$ cat config.mk
export PLATFORM = sky130hd
export DESIGN_NAME = mbo_barrier
export DESIGN_NICKNAME = d
export VERILOG_FILES = /design/src/inc/mbo_pkg.sv /design/src/design/mbo_barrier.sv
export VERILOG_INCLUDE_DIRS = /design/src /design/src/inc
export SDC_FILE = /design/constraint.sdc
export NUM_CORES = 1
export LEC_CHECK = 0
export BUFFER_PORTS_ARGS = -buffer_cell sky130_fd_sc_hd__buf_2
export CORE_MARGIN = 5
export CORE_UTILIZATION = 53
export DETAILED_ROUTE_END_ITERATION = 8
export GPL_TIMING_DRIVEN = 0
export MAX_ROUTING_LAYER = met4
export PLACE_DENSITY_LB_ADDON = 0.2
export SLEW_MARGIN = 15
export SYNTH_ARGS = -nofsm -noshare
export SYNTH_HDL_FRONTEND = slang
export SYNTH_SLANG_ARGS = --single-unit
export TNS_END_PERCENT = 50
$ cat constraint.sdc
create_clock -name clk_sys -period 2.1 [get_ports clk_sys]
set_clock_uncertainty 0.05 [all_clocks]
set_input_delay 0.21 -clock clk_sys [delete_from_list [all_inputs] [get_ports clk_sys]]
set_output_delay 0.21 -clock clk_sys [all_outputs]
set_load 0.01 [all_outputs]
$ cat src/inc/mbo_consts.svh
// Constants of the memory barrier ordering block: field positions, codes, event and counter indices and the default count width.
`ifndef MBO_CONSTS_SVH
`define MBO_CONSTS_SVH
`define MBO_STYPE_HI 10
`define MBO_STYPE_LO 6
`define MBO_STYPE_FULL 5'h00
`define MBO_STYPE_STORE_ONLY 5'h04
`define MBO_STYPE_LD_ST_ORD 5'h10
`define MBO_STYPE_ACQUIRE 5'h11
`define MBO_STYPE_RELEASE 5'h12
`define MBO_STYPE_LOAD_ONLY 5'h13
`define MBO_STYPE_GINV 5'h14
`define MBO_GI_SUPP_A 2'h2
`define MBO_GI_SUPP_B 2'h3
`define MBO_EV_LD_ISSUE 0
`define MBO_EV_ST_ISSUE 1
`define MBO_EV_LD_DONE 2
`define MBO_EV_ST_DONE 3
`define MBO_EV_LD_ORD 4
`define MBO_EV_ST_ORD 5
`define MBO_EV_GINV_ISSUE 6
`define MBO_EV_GINV_DONE 7
`define MBO_CNT_LD_OPEN 0
`define MBO_CNT_ST_OPEN 1
`define MBO_CNT_LD_UNORD 2
`define MBO_CNT_ST_UNORD 3
`define MBO_CNT_W_DEF 6
`endif

$ cat src/inc/mbo_pkg.sv
// Types shared by the memory barrier ordering block.
package mbo_pkg;
	typedef enum logic [2:0] {
		MBO_IDLE = 3'h1,
		MBO_WAIT = 3'h2,
		MBO_DONE = 3'h4
	} mbo_state_e;

	// What one barrier waits for and what it holds back.
	typedef struct packed {
		logic completion;
		logic ginv;
		logic old_ld;
		logic old_st;
		logic yng_ld;
		logic yng_st;
	} mbo_cls_s;

	// Load/store unit events, one bit each, bit order as the event positions.
	typedef struct packed {
		logic ginv_done;
		logic ginv_issue;
		logic st_ord;
		logic ld_ord;
		logic st_done;
		logic ld_done;
		logic st_issue;
		logic ld_issue;
	} mbo_lsu_evt_s;
endpackage

$ cat src/design/mbo_barrier.sv
// Memory barrier ordering control: decodes the barrier type and stalls younger accesses.
`timescale 1ns/100ps
`include "mbo_consts.svh"
// Overview of operation
// - A barrier written with no type is encoded with type field zero.
// - Type zero is a full completion barrier over older and younger loads and stores.
// - Nonzero types not defined here behave exactly like type zero.
// - Only uncached and cached-coherent accesses are ordered by the barrier.
// - Completion: older selected accesses complete before younger selected ones start.
// - Load complete when register written; store when visible to all processors.
// - Completion: older accesses globally performed before younger ones are performed.
// - Instruction fetches are not ordered by either barrier kind.
// - Ordering: older selected accesses processed by the datapath before younger ones.
// - Older accesses reach the no-reorder stage before younger ones reach it.
// - Ordering: older external requests globally performed before younger ones.
// - With support field 10 or 11, barrier also covers global invalidates.
// - Barrier type is instruction bits 10 down to 6.
// - Codes 4, 10, 11, 12, 13 select store, both, acquire, release, load ordering.
// - Type 14 completes only after earlier global invalidates and icache syncs finish.
module mbo_barrier #(
	parameter int CNT_W = `MBO_CNT_W_DEF
) (
	input wire logic clk_sys,
	input wire logic rst,
	input wire logic sync_valid,
	input wire logic [31:0] sync_instr,
	input wire logic [1:0] global_invalidate_support_field,
	input wire mbo_pkg::mbo_lsu_evt_s lsu_evt,
	input wire mbo_pkg::mbo_lsu_evt_s lsu_evt_sync,
	output logic sync_ready,
	output logic sync_done,
	output logic stall_ld,
	output logic stall_st
);
	// One bit cannot hold an access against its own completion; wider counts
	// only cost area, as the event source keeps far fewer accesses in flight.
	if (CNT_W < 2 || CNT_W > 16) begin : g_bad_cnt_w
		$error("mbo_barrier: CNT_W must lie between 2 and 16");
	end

	typedef struct packed {
		mbo_pkg::mbo_state_e state;
		mbo_pkg::mbo_cls_s cls;
		logic [3:0][CNT_W-1:0] cnt;
		logic [CNT_W-1:0] gcnt;
		logic ready;
		logic done;
		logic stall_ld;
		logic stall_st;
	} mbo_st_s;

	localparam mbo_st_s ST_RESET = '{
		state: mbo_pkg::MBO_IDLE,
		cls: '0,
		cnt: '0,
		gcnt: '0,
		ready: 1'b1,
		done: 1'b0,
		stall_ld: 1'b0,
		stall_st: 1'b0
	};

	mbo_st_s s_q;
	mbo_st_s s_d;
	logic [7:0] ev_all;
	logic [7:0] ev_sel;
	logic [3:0][CNT_W-1:0] cnt_nxt;
	logic [CNT_W-1:0] gcnt_nxt;
	logic [4:0] stype;
	logic gi_on;
	logic drained;
	mbo_pkg::mbo_cls_s dec_cls;

	assign ev_all = lsu_evt;
	// Attribute qualification keeps other memory types out of the four access counts.
	assign ev_sel = ev_all & lsu_evt_sync;

	// Counters 0/1 track loads/stores not yet complete, 2/3 those not yet past the
	// ordering point; loads bump the even ones, stores the odd ones.
	for (genvar k = 0; k < 4; k++) begin : g_cnt
		always_comb begin
			cnt_nxt[k] = s_q.cnt[k] + CNT_W'(ev_sel[k % 2]) - CNT_W'(ev_sel[k + 2]);
		end
	end

	// Invalidates and icache syncs are counted whatever the memory type.
	assign gcnt_nxt = s_q.gcnt + CNT_W'(ev_all[`MBO_EV_GINV_ISSUE])
		- CNT_W'(ev_all[`MBO_EV_GINV_DONE]);

	assign stype = sync_instr[`MBO_STYPE_HI:`MBO_STYPE_LO];
	assign gi_on = (global_invalidate_support_field == `MBO_GI_SUPP_A)
		|| (global_invalidate_support_field == `MBO_GI_SUPP_B);

	function automatic mbo_pkg::mbo_cls_s mbo_decode(input logic [4:0] t, input logic gi);
		mbo_pkg::mbo_cls_s c;
		// Default is the full completion barrier; undefined codes land here.
		// Lighter types other than load/store ordering only clear what they leave out, so a missed field errs
		// toward more ordering, never less.
		c = '{completion: 1'b1, ginv: 1'b0, old_ld: 1'b1, old_st: 1'b1,
			yng_ld: 1'b1, yng_st: 1'b1};
		case (t)
			`MBO_STYPE_FULL: begin
				c.completion = 1'b1;
			end
			`MBO_STYPE_STORE_ONLY: begin
				c.completion = 1'b0;
				c.old_ld = 1'b0;
				c.yng_ld = 1'b0;
			end
			`MBO_STYPE_LD_ST_ORD: begin
				c = '{1'b0, 1'b0, 1'b1, 1'b1, 1'b1, 1'b1};
			end
			`MBO_STYPE_ACQUIRE: begin
				c.completion = 1'b0;
				c.old_st = 1'b0;
			end
			`MBO_STYPE_RELEASE: begin
				c.completion = 1'b0;
				c.yng_ld = 1'b0;
			end
			`MBO_STYPE_LOAD_ONLY: begin
				c.completion = 1'b0;
				c.old_st = 1'b0;
				c.yng_st = 1'b0;
			end
			`MBO_STYPE_GINV: begin
				// Without support the code is reserved and runs as type zero.
				c.ginv = gi;
			end
			default: begin
				c.completion = 1'b1;
			end
		endcase
		return c;
	endfunction

	assign dec_cls = mbo_decode(stype, gi_on);

	// Completion waits on the open counts, ordering only on the unordered ones;
	// a completed access has passed the ordering point, so completion covers both.
	always_comb begin
		drained = 1'b1;
		if (s_q.cls.old_ld) begin
			drained = drained && (s_q.cls.completion ? s_q.cnt[`MBO_CNT_LD_OPEN] == '0
				: s_q.cnt[`MBO_CNT_LD_UNORD] == '0);
		end
		if (s_q.cls.old_st) begin
			drained = drained && (s_q.cls.completion ? s_q.cnt[`MBO_CNT_ST_OPEN] == '0
				: s_q.cnt[`MBO_CNT_ST_UNORD] == '0);
		end
		if (s_q.cls.ginv) begin
			drained = drained && (s_q.gcnt == '0);
		end
	end

	always_comb begin
		s_d = s_q;
		s_d.cnt = cnt_nxt;
		s_d.gcnt = gcnt_nxt;
		s_d.done = 1'b0;
		case (s_q.state)
			mbo_pkg::MBO_IDLE: begin
				if (sync_valid) begin
					s_d.cls = dec_cls;
					s_d.state = mbo_pkg::MBO_WAIT;
					s_d.ready = 1'b0;
					// Older-side kinds are held too, so younger loads and stores can never keep
					// an access count the barrier waits on from draining; invalidates are not held.
					// The stall is registered, so the pipeline must itself hold back
					// younger accesses in the accept cycle.
					s_d.stall_ld = dec_cls.yng_ld || dec_cls.old_ld;
					s_d.stall_st = dec_cls.yng_st || dec_cls.old_st;
				end
			end
			mbo_pkg::MBO_WAIT: begin
				if (drained) begin
					// Once past the ordering point the in-order external request
					// path keeps global performance in program order.
					s_d.state = mbo_pkg::MBO_DONE;
					s_d.stall_ld = 1'b0;
					s_d.stall_st = 1'b0;
					s_d.done = 1'b1;
				end
			end
			mbo_pkg::MBO_DONE: begin
				s_d.state = mbo_pkg::MBO_IDLE;
				s_d.ready = 1'b1;
			end
			default: begin
				s_d = ST_RESET;
			end
		endcase
	end

	// Fetch is never stalled from here; instruction fetch stays unordered.
	always_ff @(posedge clk_sys) begin
		if (rst) begin
			s_q <= ST_RESET;
		end else begin
			s_q <= s_d;
		end
	end

	assign sync_ready = s_q.ready;
	assign sync_done = s_q.done;
	assign stall_ld = s_q.stall_ld;
	assign stall_st = s_q.stall_st;

	logic acc;
	assign acc = sync_valid && s_q.state == mbo_pkg::MBO_IDLE;

	// The event source keeps counts below the wrap points; a wrap either way
	// would release a barrier early or hold it for good, so it is flagged here, except an underflow of the invalidate count.
	for (genvar k = 0; k < 4; k++) begin : g_cnt_chk

	end
endmodule

==> results of run 1 <==
-- synth_stat cells, types with 2 or more instances --
cell / instances
or3b_2: 2
nand3_1: 6
clkbuf_1: 4
ha_1: 40
nor4bb_1: 4
nor3_1: 7
xor2_1: 3
and3_1: 9
a21o_1: 5
o22ai_1: 2
nand2b_1: 10
and2_1: 4
or3_1: 2
nand2_1: 9
o21bai_1: 3
inv_1: 47
dfxtp_1: 41
nor2_1: 16
mux2i_1: 6
buf_2: 2
nand3b_1: 6
o21ai_0: 12
o21a_1: 3
a21oi_1: 22
fa_1: 5
xnor2_1: 10
-- state kept, by name, summed over array words and instances (netlist names) --
signal,count
sync_ready,1
s_q,37
stall_st,1
sync_done,1
stall_ld,1
-- worst max-delay path, cell delays in order (launching register included) --
cell     delay (ns)
dfxtp_1        0.30
inv_1          0.07
ha_1           0.15
or4bb_1        0.50
a32o_1         0.30
nor3_1         0.34
o22ai_1        0.14
-- logic make-up (layout without fill, tap and decap cells) --
group,after synthesis,in the layout,share of synthesized area [%]
flip-flops,41,41,31.1
XOR/XNOR,13,13,4.31
buffers and inverters,54,86,8.05
multiplexers,6,6,2.27
AND/OR/NAND/NOR,84,84,18.8
AO/OA/AOI/OAI,55,55,12.8
adder cells (fa/ha/maj),45,45,22.7
-- layout by cell type, fill, tap and decap left out, types with 5 or more instances in the layout --
cell type | netlist | final
xnor2_1 | 10 | 10
nor3_1 | 7 | 7
a21o_1 | 5 | 5
o21ai_0 | 12 | 12
nor2_1 | 16 | 16
nand3b_1 | 6 | 6
buf_2 | 2 | 27
nand3_1 | 6 | 6
mux2i_1 | 6 | 6
clkbuf_8 | 0 | 6
nand2b_1 | 10 | 10
and3_1 | 9 | 9
inv_1 | 47 | 47
fa_1 | 5 | 5
nand2_1 | 9 | 9
dfxtp_1 | 41 | 41
a21oi_1 | 22 | 21
ha_1 | 40 | 40
-- final timing paths --
path / from / to / slack, ns / cells past startpoint
min: sync_valid / s_q[41] / 0.16 / 3
min reg2reg: sync_ready / sync_ready / 0.45 / 2
max reg2reg: s_q[14] / s_q[41] / 0.12 / 6
max: s_q[14] / s_q[41] / 0.12 / 6
-- power by group --
| part | internal, mW | total [mW] | switching, mW |
|---|---|---|---|
| Combinational | 0.995 | 2.07 | 1.08 |
| Clock | 0.261 | 0.505 | 0.244 |
| Sequential | 1.00 | 1.13 | 0.126 |
-- per-stage QoR --
step / hold WS (ns) / utilization [%] / setup WS (ns) / total power, mW
finish: 0.158 / 61.7 / 0.119 / 3.71
detailed placement: 0.421 / 59.6 / -0.108 / 3.18
global placement: 0.415 / 59.6 / -0.141 / 3.11
CTS: 0.149 / 61.4 / 0.0252 / 3.72
floorplan: 0.310 / - / 0.241 / 2.75
global route: 0.163 / 61.7 / -0.00340 / 4.09
-- cell type report --
class                      count  area share (%)
multi-input combinational    203            54.9
sequential                    41            27.8
inverter                      47            5.98
timing repair buffer          25            4.24
clock buffer                   7            2.92
tap                           67            2.84
buffer                         7            1.27
-- metal layers --
layer / global-route usage, % / share of wire (%)
met5: - / 0
met4: 6.08 / 2.4
met3: 4.04 / 3.3
met2: 29.6 / 49
met1: 20.5 / 46
-- repair_timing --
item,CTS,global route
setup buffers,0,0
gates cloned,0,0
resized for setup,1,4
endpoints found under the setup margin,10,11
pin swaps,0,0
==> metrics.txt, run 1 <==
Cell variety after synth=44; total track usage=17.5%; Die W=80.6 um; Yosys reg bits=41; Worst setup EP type=register; critical-path maximum fanout=3; final setup TNS=0 ns; CTS tree=yes; share of layout cells above drive strength 1=12.4%; area share of the largest cell type after synthesis=31.1%; H-tree Lvls=2; die area=0.00650 sq mm; Clock Sinks=41; final cell count without fillers=397; Synth area leaders=dfxtp_1, ha_1, inv_1, a21oi_1, fa_1; vias in the first global route=2098; drt pass-1 iters=4; Primary FF master, synth=dfxtp_1; CP required=2.20 ns; Slew @ Worst Pin=0.563 ns; instance area at placement=0.00285 sq mm; DP Wirelength=3910 um; area of the core=0.00479 sq mm; EDFF count, synth=0; GPL Wtd Cong=0.831; VDD IR max=0.657 mV; Synth Area per Inst=8.86 sq um; antenna diode count=0; Vias/cell=5.15; CTS root buf=clkbuf_8; Net Count, Synth=396; power per cell area=1260 mW/mm^2; Die Y=80.6 um; Hold WC Path Type=input pin to register; final instance area=0.00295 sq mm; first-pass GRT wire length=8840 um; input/output buffers=25; I/O Pins=57; period utilisation layout=94.3%; mapped cell area=0.00264 sq mm; clock slew at reported path FFs=0.07 ns; sequential cell area=821 sq um; LEAKAGE=1.36 nW; largest net degree at the start of global routing=12; drt wl/cell=12.6 um; initial antenna violation count=0; Ys Warns=0; endpoints failing setup=0; CTS buffer count=5; Fmax=505 MHz; cell count after placement=390; area of the multi-input gates=0.00162 sq mm; Max Transition Viols Final=0; Rel. slew slack=62.3%; FP Rows=25; Clock Latency Late Sink=0.28 ns; Async S/R FF share, synth=0%; Remaining Overflow, GRT=0; Initial Util=55.2%; Final Hold Fails=0; register area share after synthesis=31.1%; min cycle time layout=1.98 ns; Max Root-Sink Buffers=2; DRT iter0 DRCs=106; hold buffers post-CTS=0; Max Cap Viol=0; outcome=finished, final reports clean; WL final=5020 um; RSZ-0062 raised after global routing=true; Area Growth Syn to Fin=11.7%; top cell type by total area after synthesis=dfxtp_1; fillcell total=424; crit path DAT=2.08 ns; DRC violations left=0; cell count after synthesis=298; Vias=2044; Setup CP Type=register to register; Routed Antenna Nets=0; NumNets Final=428; Setup crit start kind=register
Note: power is estimated with default switching activity, not from simulation.
==> run 2: changes to the inputs <==
--- a/config.mk
+++ b/config.mk
@@ -6,6 +6,7 @@
 export SDC_FILE = /design/constraint.sdc
 export NUM_CORES = 1
 export LEC_CHECK = 0
+export ABC_AREA = 1
 export BUFFER_PORTS_ARGS = -buffer_cell sky130_fd_sc_hd__buf_2
 export CORE_MARGIN = 5
 export CORE_UTILIZATION = 53
==> run 2 against run 1 <==
  * Critical path depth grew 7
  * Final cell count up 13%
  * Die area decreased by 0.58%
  * Critical path type unchanged
  * Largest power group unchanged
  * Global-route usage down 1.1 points
  * Register-to-register slack gained 0.096 ns
  * Critical endpoint is now s_q[8]
  * Power shrank 5.8%
  * Clock power grew 14%
  * Non-clock buffer count down 4
  * Design area shrank 0.59%
  * Count of clock-buffer cells in the layout did not move
  * Synthesized cell count up 16%
==> metrics.txt, run 2 <==
clock network fraction of total power=16.5%; mapped cell area=0.00262 sq mm; drt pass-1 iters=4; Pint=2.00 mW; Ys Warns=0; RSZ-0062 raised after global routing=false; CP required=2.29 ns; Net Count, Synth=445; Largest Register=s_q; Max Root-Sink Buffers=2; max FFs per register=37; share of layout cells above drive strength 1=15.0%; register area share after synthesis=31.3%; Final Hold Fails=0; clock slew at reported path FFs=0.08 ns; Routed Antenna Nets=0; power per cell area=1190 mW/mm^2; sequential cell area=821 sq um; critical-path maximum fanout=2; NumNets Final=477; min cycle time layout=1.88 ns; post-synthesis compound-gate area fraction=11.0%; most frequent cells in the layout=inv_1, nand2_1, dfxtp_1, ha_1, nor2_1; Max Transition Viols Final=0; DRC violations left=0; Die Y=80.4 um; Synth Area in Simple Gates=19.8%; multiplexer share of the synthesized area=0%; final setup TNS=0 ns; Hold WC Path Type=input pin to register; Worst path depth=13; VDD IR max=0.799 mV; vias in the first global route=2039; CTS tree=yes; Setup CP Type=register to register; endpoints failing setup=0; EDFF count, synth=0; total track usage=16.5%; CTS buffer count=5; switching part of the total=42.7%; Synth Area per Inst=7.56 sq um; GPL Wtd Cong=0.806; LEAKAGE=1.52 nW; CP cell instances=inv_1, ha_1, inv_1, ha_1, inv_1, fa_1, inv_1, nand2_1, inv_1, o21ai_0, nand2_1, o21ai_2, a21oi_2; initial antenna violation count=0; Psw=1.49 mW; WL final=4680 um; hold buffers post-CTS=0; Max Cap Viol=0; H-tree Lvls=2; Vias=2109; DRT iter0 DRCs=104; cell count after placement=439; final cell count without fillers=447; most common cell in the synthesized netlist=inv_1; Yosys reg bits=41; XOR/XNOR Fraction of Synth Area=0.334%; Clock Sinks=41; Slew @ Worst Pin=0.370 ns; worst setup path startpoint=s_q[4]; Post-Synth Adder-Cell Area=22.9%; R2R Path End=s_q[8]; first-pass GRT wire length=8200 um; Clock Latency Late Sink=0.29 ns; most frequent CP cell=inv_1; slowest stage delay, CP=0.35 ns; Comb pwr share=51.5%; CTS root buf=clkbuf_8; die area=0.00646 sq mm; critical path's slowest cell=fa_1; top cell type by total area after synthesis=dfxtp_1; Area Growth Syn to Fin=11.8%; crit path DAT=2.07 ns; Worst setup EP type=register; Remaining Overflow, GRT=0; cell count after synthesis=347; I/O Pins=57; largest family of logic cells by synthesized area=adder cells; Async S/R FF share, synth=0%; Critical Path End=s_q[8]; commonest non-fill, non-tap cell in the layout=inv_1; antenna diode count=0; commonest cells in the netlist=inv_1, nand2_1, dfxtp_1; sequential power share=32.0%; Rel. slew slack=75.4%; FP Rows=25; Reg-to-Reg Start=s_q[4]; Primary FF master, synth=dfxtp_1; Hold WS=0.152 ns; input/output buffers=25; Initial Util=55.2%; crit path buf inv count=5; outcome=finished, final reports clean; area of the core=0.00475 sq mm; worst-case reg-to-reg path depth=13; area share of the largest cell type after synthesis=31.3%; CP delay by family, top=adder cells; drt wl/cell=10.5 um; internal reg-to-reg setup slack=0.22 ns; Post-CTS Setup Bufs=0; area of the multi-input gates=0.00142 sq mm; period utilisation layout=89.7%; DP Wirelength=3810 um; Synth area leaders=dfxtp_1, ha_1, inv_1, nand2_1, nand3_1; CTS resizes=0; Setup crit start kind=register; largest net degree at the start of global routing=13; fillcell total=474; Vias/cell=4.72; Fmax=531 MHz; Die W=80.4 um; Cell variety after synth=28
==> run 2: cell count changes after synthesis, moves of 6 or more <==
cell	before	now
and3_1	9	0
nand2b_1	10	0
nand2_1	9	45
inv_1	47	91
xnor2_1	10	0
nor2_1	16	30
mux2i_1	6	0
nand3_1	6	24
==> run 2: kinds of logic (layout without fill, tap and decap cells) <==
kind of cell | Yosys count | after routing
and+or+nand+nor | 116 | 116
buffers and inverters | 98 | 131
AOI/OAI and AO/OA | 46 | 46
adders and majority gates | 45 | 45
DFF | 41 | 41
xor gates and xnor gates | 1 | 1
==> run 2: routing by layer <==
metal,track usage (%),wire (um)
met1,19.1,2200
met2,28.6,2340
met3,3.36,118
met4,5.07,25
met5,-,0
==> run 2: cell type report <==
class,count,share of cell area (%)
Multi-Input combinational cell,208,48.3
Timing Repair Buffer,25,4.26
Buffer,3,0.896
Tap cell,67,2.86
Clock buffer,7,3.28
Sequential cell,41,28.0
Inverter,95,12.2
Clock inverter,1,0.171
==> run 2: power groups by stage <==
stage / Combinational [mW] / Sequential, mW / Clock, mW
3_3_place_gp: 1.74 / 1.13 / 0
5_1_grt: 2.12 / 1.14 / 0.621
4_1_cts: 1.82 / 1.12 / 0.590
3_5_place_dp: 1.81 / 1.14 / 0
2_1_floorplan: 1.45 / 1.12 / 0
6_report: 1.80 / 1.12 / 0.575
==> run 2: worst min path at each step <==
stage                                             from          to  slack, ns  depth (start not counted)
finish              global_invalidate_support_field[1]     s_q[38]       0.15                          3
global placement                            sync_ready  sync_ready       0.39                          2
global route        global_invalidate_support_field[1]     s_q[38]       0.17                          3
detailed placement                          sync_ready  sync_ready       0.41                          2
CTS                 global_invalidate_support_field[1]     s_q[38]       0.15                          3
floorplan           global_invalidate_support_field[1]     s_q[38]       0.33                          2
==> run 2: worst min-delay path: stages <==
cell     delay (ns)
buf_2          0.10
nand4_1        0.08
a21oi_1        0.06
==> run 2: stage by stage <==
step | power, mW | setup slack [ns] | util, % | cell area, sq um
after floorplan | 2.57 | 0.311 | - | 2620
after global placement | 2.87 | 0.114 | 59.6 | 2830
after detailed placement | 2.95 | 0.0887 | 59.6 | 2830
after CTS | 3.53 | 0.205 | 61.7 | 2930
after global routing | 3.88 | 0.0572 | 61.7 | 2930
final | 3.49 | 0.215 | 61.7 | 2930
==> run 3: changes to the inputs <==
--- a/config.mk
+++ b/config.mk
@@ -14,6 +14,7 @@
 export GPL_TIMING_DRIVEN = 0
 export MAX_ROUTING_LAYER = met4
 export PLACE_DENSITY_LB_ADDON = 0.2
+export REMOVE_ABC_BUFFERS = 1
 export SLEW_MARGIN = 15
 export SYNTH_ARGS = -nofsm -noshare
 export SYNTH_HDL_FRONTEND = slang
==> run 3 against run 2 <==
  * Hold slack worse by 0.0066 ns
  * Combinational power down 3%
  * Worst setup slack worse by 0.0032 ns
  * Register-to-register slack about the same
  * Final cell count down 0.67%
  * Global-route usage down 1.8 points
  * Count of clock-buffer cells in the layout unchanged
  * Clock power down 11%
  * Sequential share of layout area up 0.35 points
  * Power down 3.6%
  * Die area unchanged
  * Non-clock buffer count down 2
  * Largest cell class unchanged
==> metrics.txt, run 3 (synthesis gave the netlist of run 2 again) <==
Comb pwr share=51.6%; LEAKAGE=1.50 nW; share of layout cells above drive strength 1=14.3%; CTS root buf=clkbuf_8; crit path DAT=2.07 ns; Vias/cell=4.65; Die W=80.4 um; Hold WC Path Type=input pin to register; CTS tree=yes; vias in the first global route=1932; area of the core=0.00475 sq mm; DP Wirelength=3390 um; clock slew at reported path FFs=0.07 ns; VDD IR max=0.641 mV; switching part of the total=42.2%; Largest Register=s_q; hold wc startpoint=rst; internal reg-to-reg setup slack=0.21 ns; Area Growth Syn to Fin=10.4%; total track usage=14.6%; NumNets Final=475; Slew @ Worst Pin=0.583 ns; Max Root-Sink Buffers=2; fin util=60.9%; die area=0.00646 sq mm; worst hold path depth=2; Setup CP Type=register to register; first-pass GRT wire length=7370 um; Clock Latency Late Sink=0.29 ns; endpoints failing setup=0; Remaining Overflow, GRT=0; Max Cap Viol=0; power per cell area=1160 mW/mm^2; Die Y=80.4 um; CTS buffer count=5; R2R Path End=s_q[8]; final setup TNS=0 ns; Worst Hold End=s_q[39]; Final Hold Fails=0; Rel. slew slack=61.0%; final cell count without fillers=444; largest net degree at the start of global routing=18; most frequent cells in the layout=inv_1, nand2_1, dfxtp_1, ha_1, nor2_1; hold buffers post-CTS=0; outcome=finished, final reports clean; Pint=1.95 mW; min cycle time layout=1.89 ns; drt pass-1 iters=4; Psw=1.42 mW; critical-path maximum fanout=2; initial antenna violation count=0; max FFs per register=37; Vias=2064; Post-CTS Setup Bufs=0; Max Transition Viols Final=0; Routed Antenna Nets=0; WL final=4110 um; CP required=2.28 ns; I/O Pins=57; clock network fraction of total power=15.2%; Initial Util=55.2%; DRT iter0 DRCs=60; RSZ-0062 raised after global routing=false; drt wl/cell=9.25 um; antenna diode count=0; H-tree Lvls=2; Setup crit start kind=register; worst-case reg-to-reg path depth=13; period utilisation layout=89.9%; Clock Sinks=41; DRC violations left=0; commonest non-fill, non-tap cell in the layout=inv_1; Fmax=530 MHz; sequential power share=33.2%; Reg-to-Reg Start=s_q[4]; cell count after placement=437; FP Rows=25; input/output buffers=26; CTS resizes=0; GPL Wtd Cong=0.827; Worst setup EP type=register
[run 3: cell count changes in the layout (fill, tap and decap cells not counted), sizes merged]
cell    previous run  this run
buf               28        26
clkinv             1         0
[run 3: how the worst max path moves through the flow]
stage                          start  endpoint  slack, ns  depth (start not counted)
after global placement    lsu_evt[4]   s_q[26]       0.10                         13
after CTS                     s_q[4]    s_q[8]       0.19                         13
after detailed placement  lsu_evt[4]   s_q[26]       0.09                         13
after floorplan           lsu_evt[4]   s_q[26]       0.31                         12
after global routing          s_q[4]    s_q[8]       0.03                         13
final                         s_q[4]    s_q[8]       0.21                         13
[run 3: final cells by class]
type / count / area, sq um
sequential: 41 / 821
fill: 437 / 1860
clock buffer: 7 / 86.3
tap: 67 / 83.8
multi-input combinational: 208 / 1420
timing repair buffer: 26 / 130
inverter: 95 / 359
[run 3: worst max-delay path, cell delays in order (launching register included)]
cell and delay (ns):
dfxtp_1 0.34, inv_1 0.05, ha_1 0.26, inv_1 0.06, ha_1 0.16, inv_1 0.05
fa_1 0.35, inv_1 0.07, nand2_1 0.05, inv_1 0.06, o21ai_0 0.07, nand2_1 0.11
o21ai_2 0.06, a21oi_2 0.09
[run 3: power groups by stage]
stage	combinational [mW]	sequential [mW]	clock, mW
final	1.74	1.12	0.512
after detailed placement	1.75	1.14	0
after global routing	2.07	1.15	0.562
after CTS	1.76	1.12	0.533
after floorplan	1.43	1.12	0
after global placement	1.71	1.13	0
[run 3: routing by layer]
metal / GRT usage [%] / up-vias / part of all wire (%)
met5: - / - / 0
met4: 5.07 / 0 / 1.3
met3: 3.03 / 5 / 2.3
met2: 25.0 / 11 / 49
met1: 17.1 / 911 / 48
li1: - / 1137 / -
[run 3: metrics by stage]
step | setup slack [ns] | hold WS, ns | total power, mW | cell area [sq um]
after CTS | 0.189 | 0.132 | 3.42 | 2900
after global placement | 0.105 | 0.394 | 2.84 | 2810
after global routing | 0.0283 | 0.154 | 3.78 | 2900
final | 0.212 | 0.145 | 3.37 | 2900
after floorplan | 0.311 | 0.229 | 2.55 | 2600
after detailed placement | 0.0869 | 0.407 | 2.89 | 2810
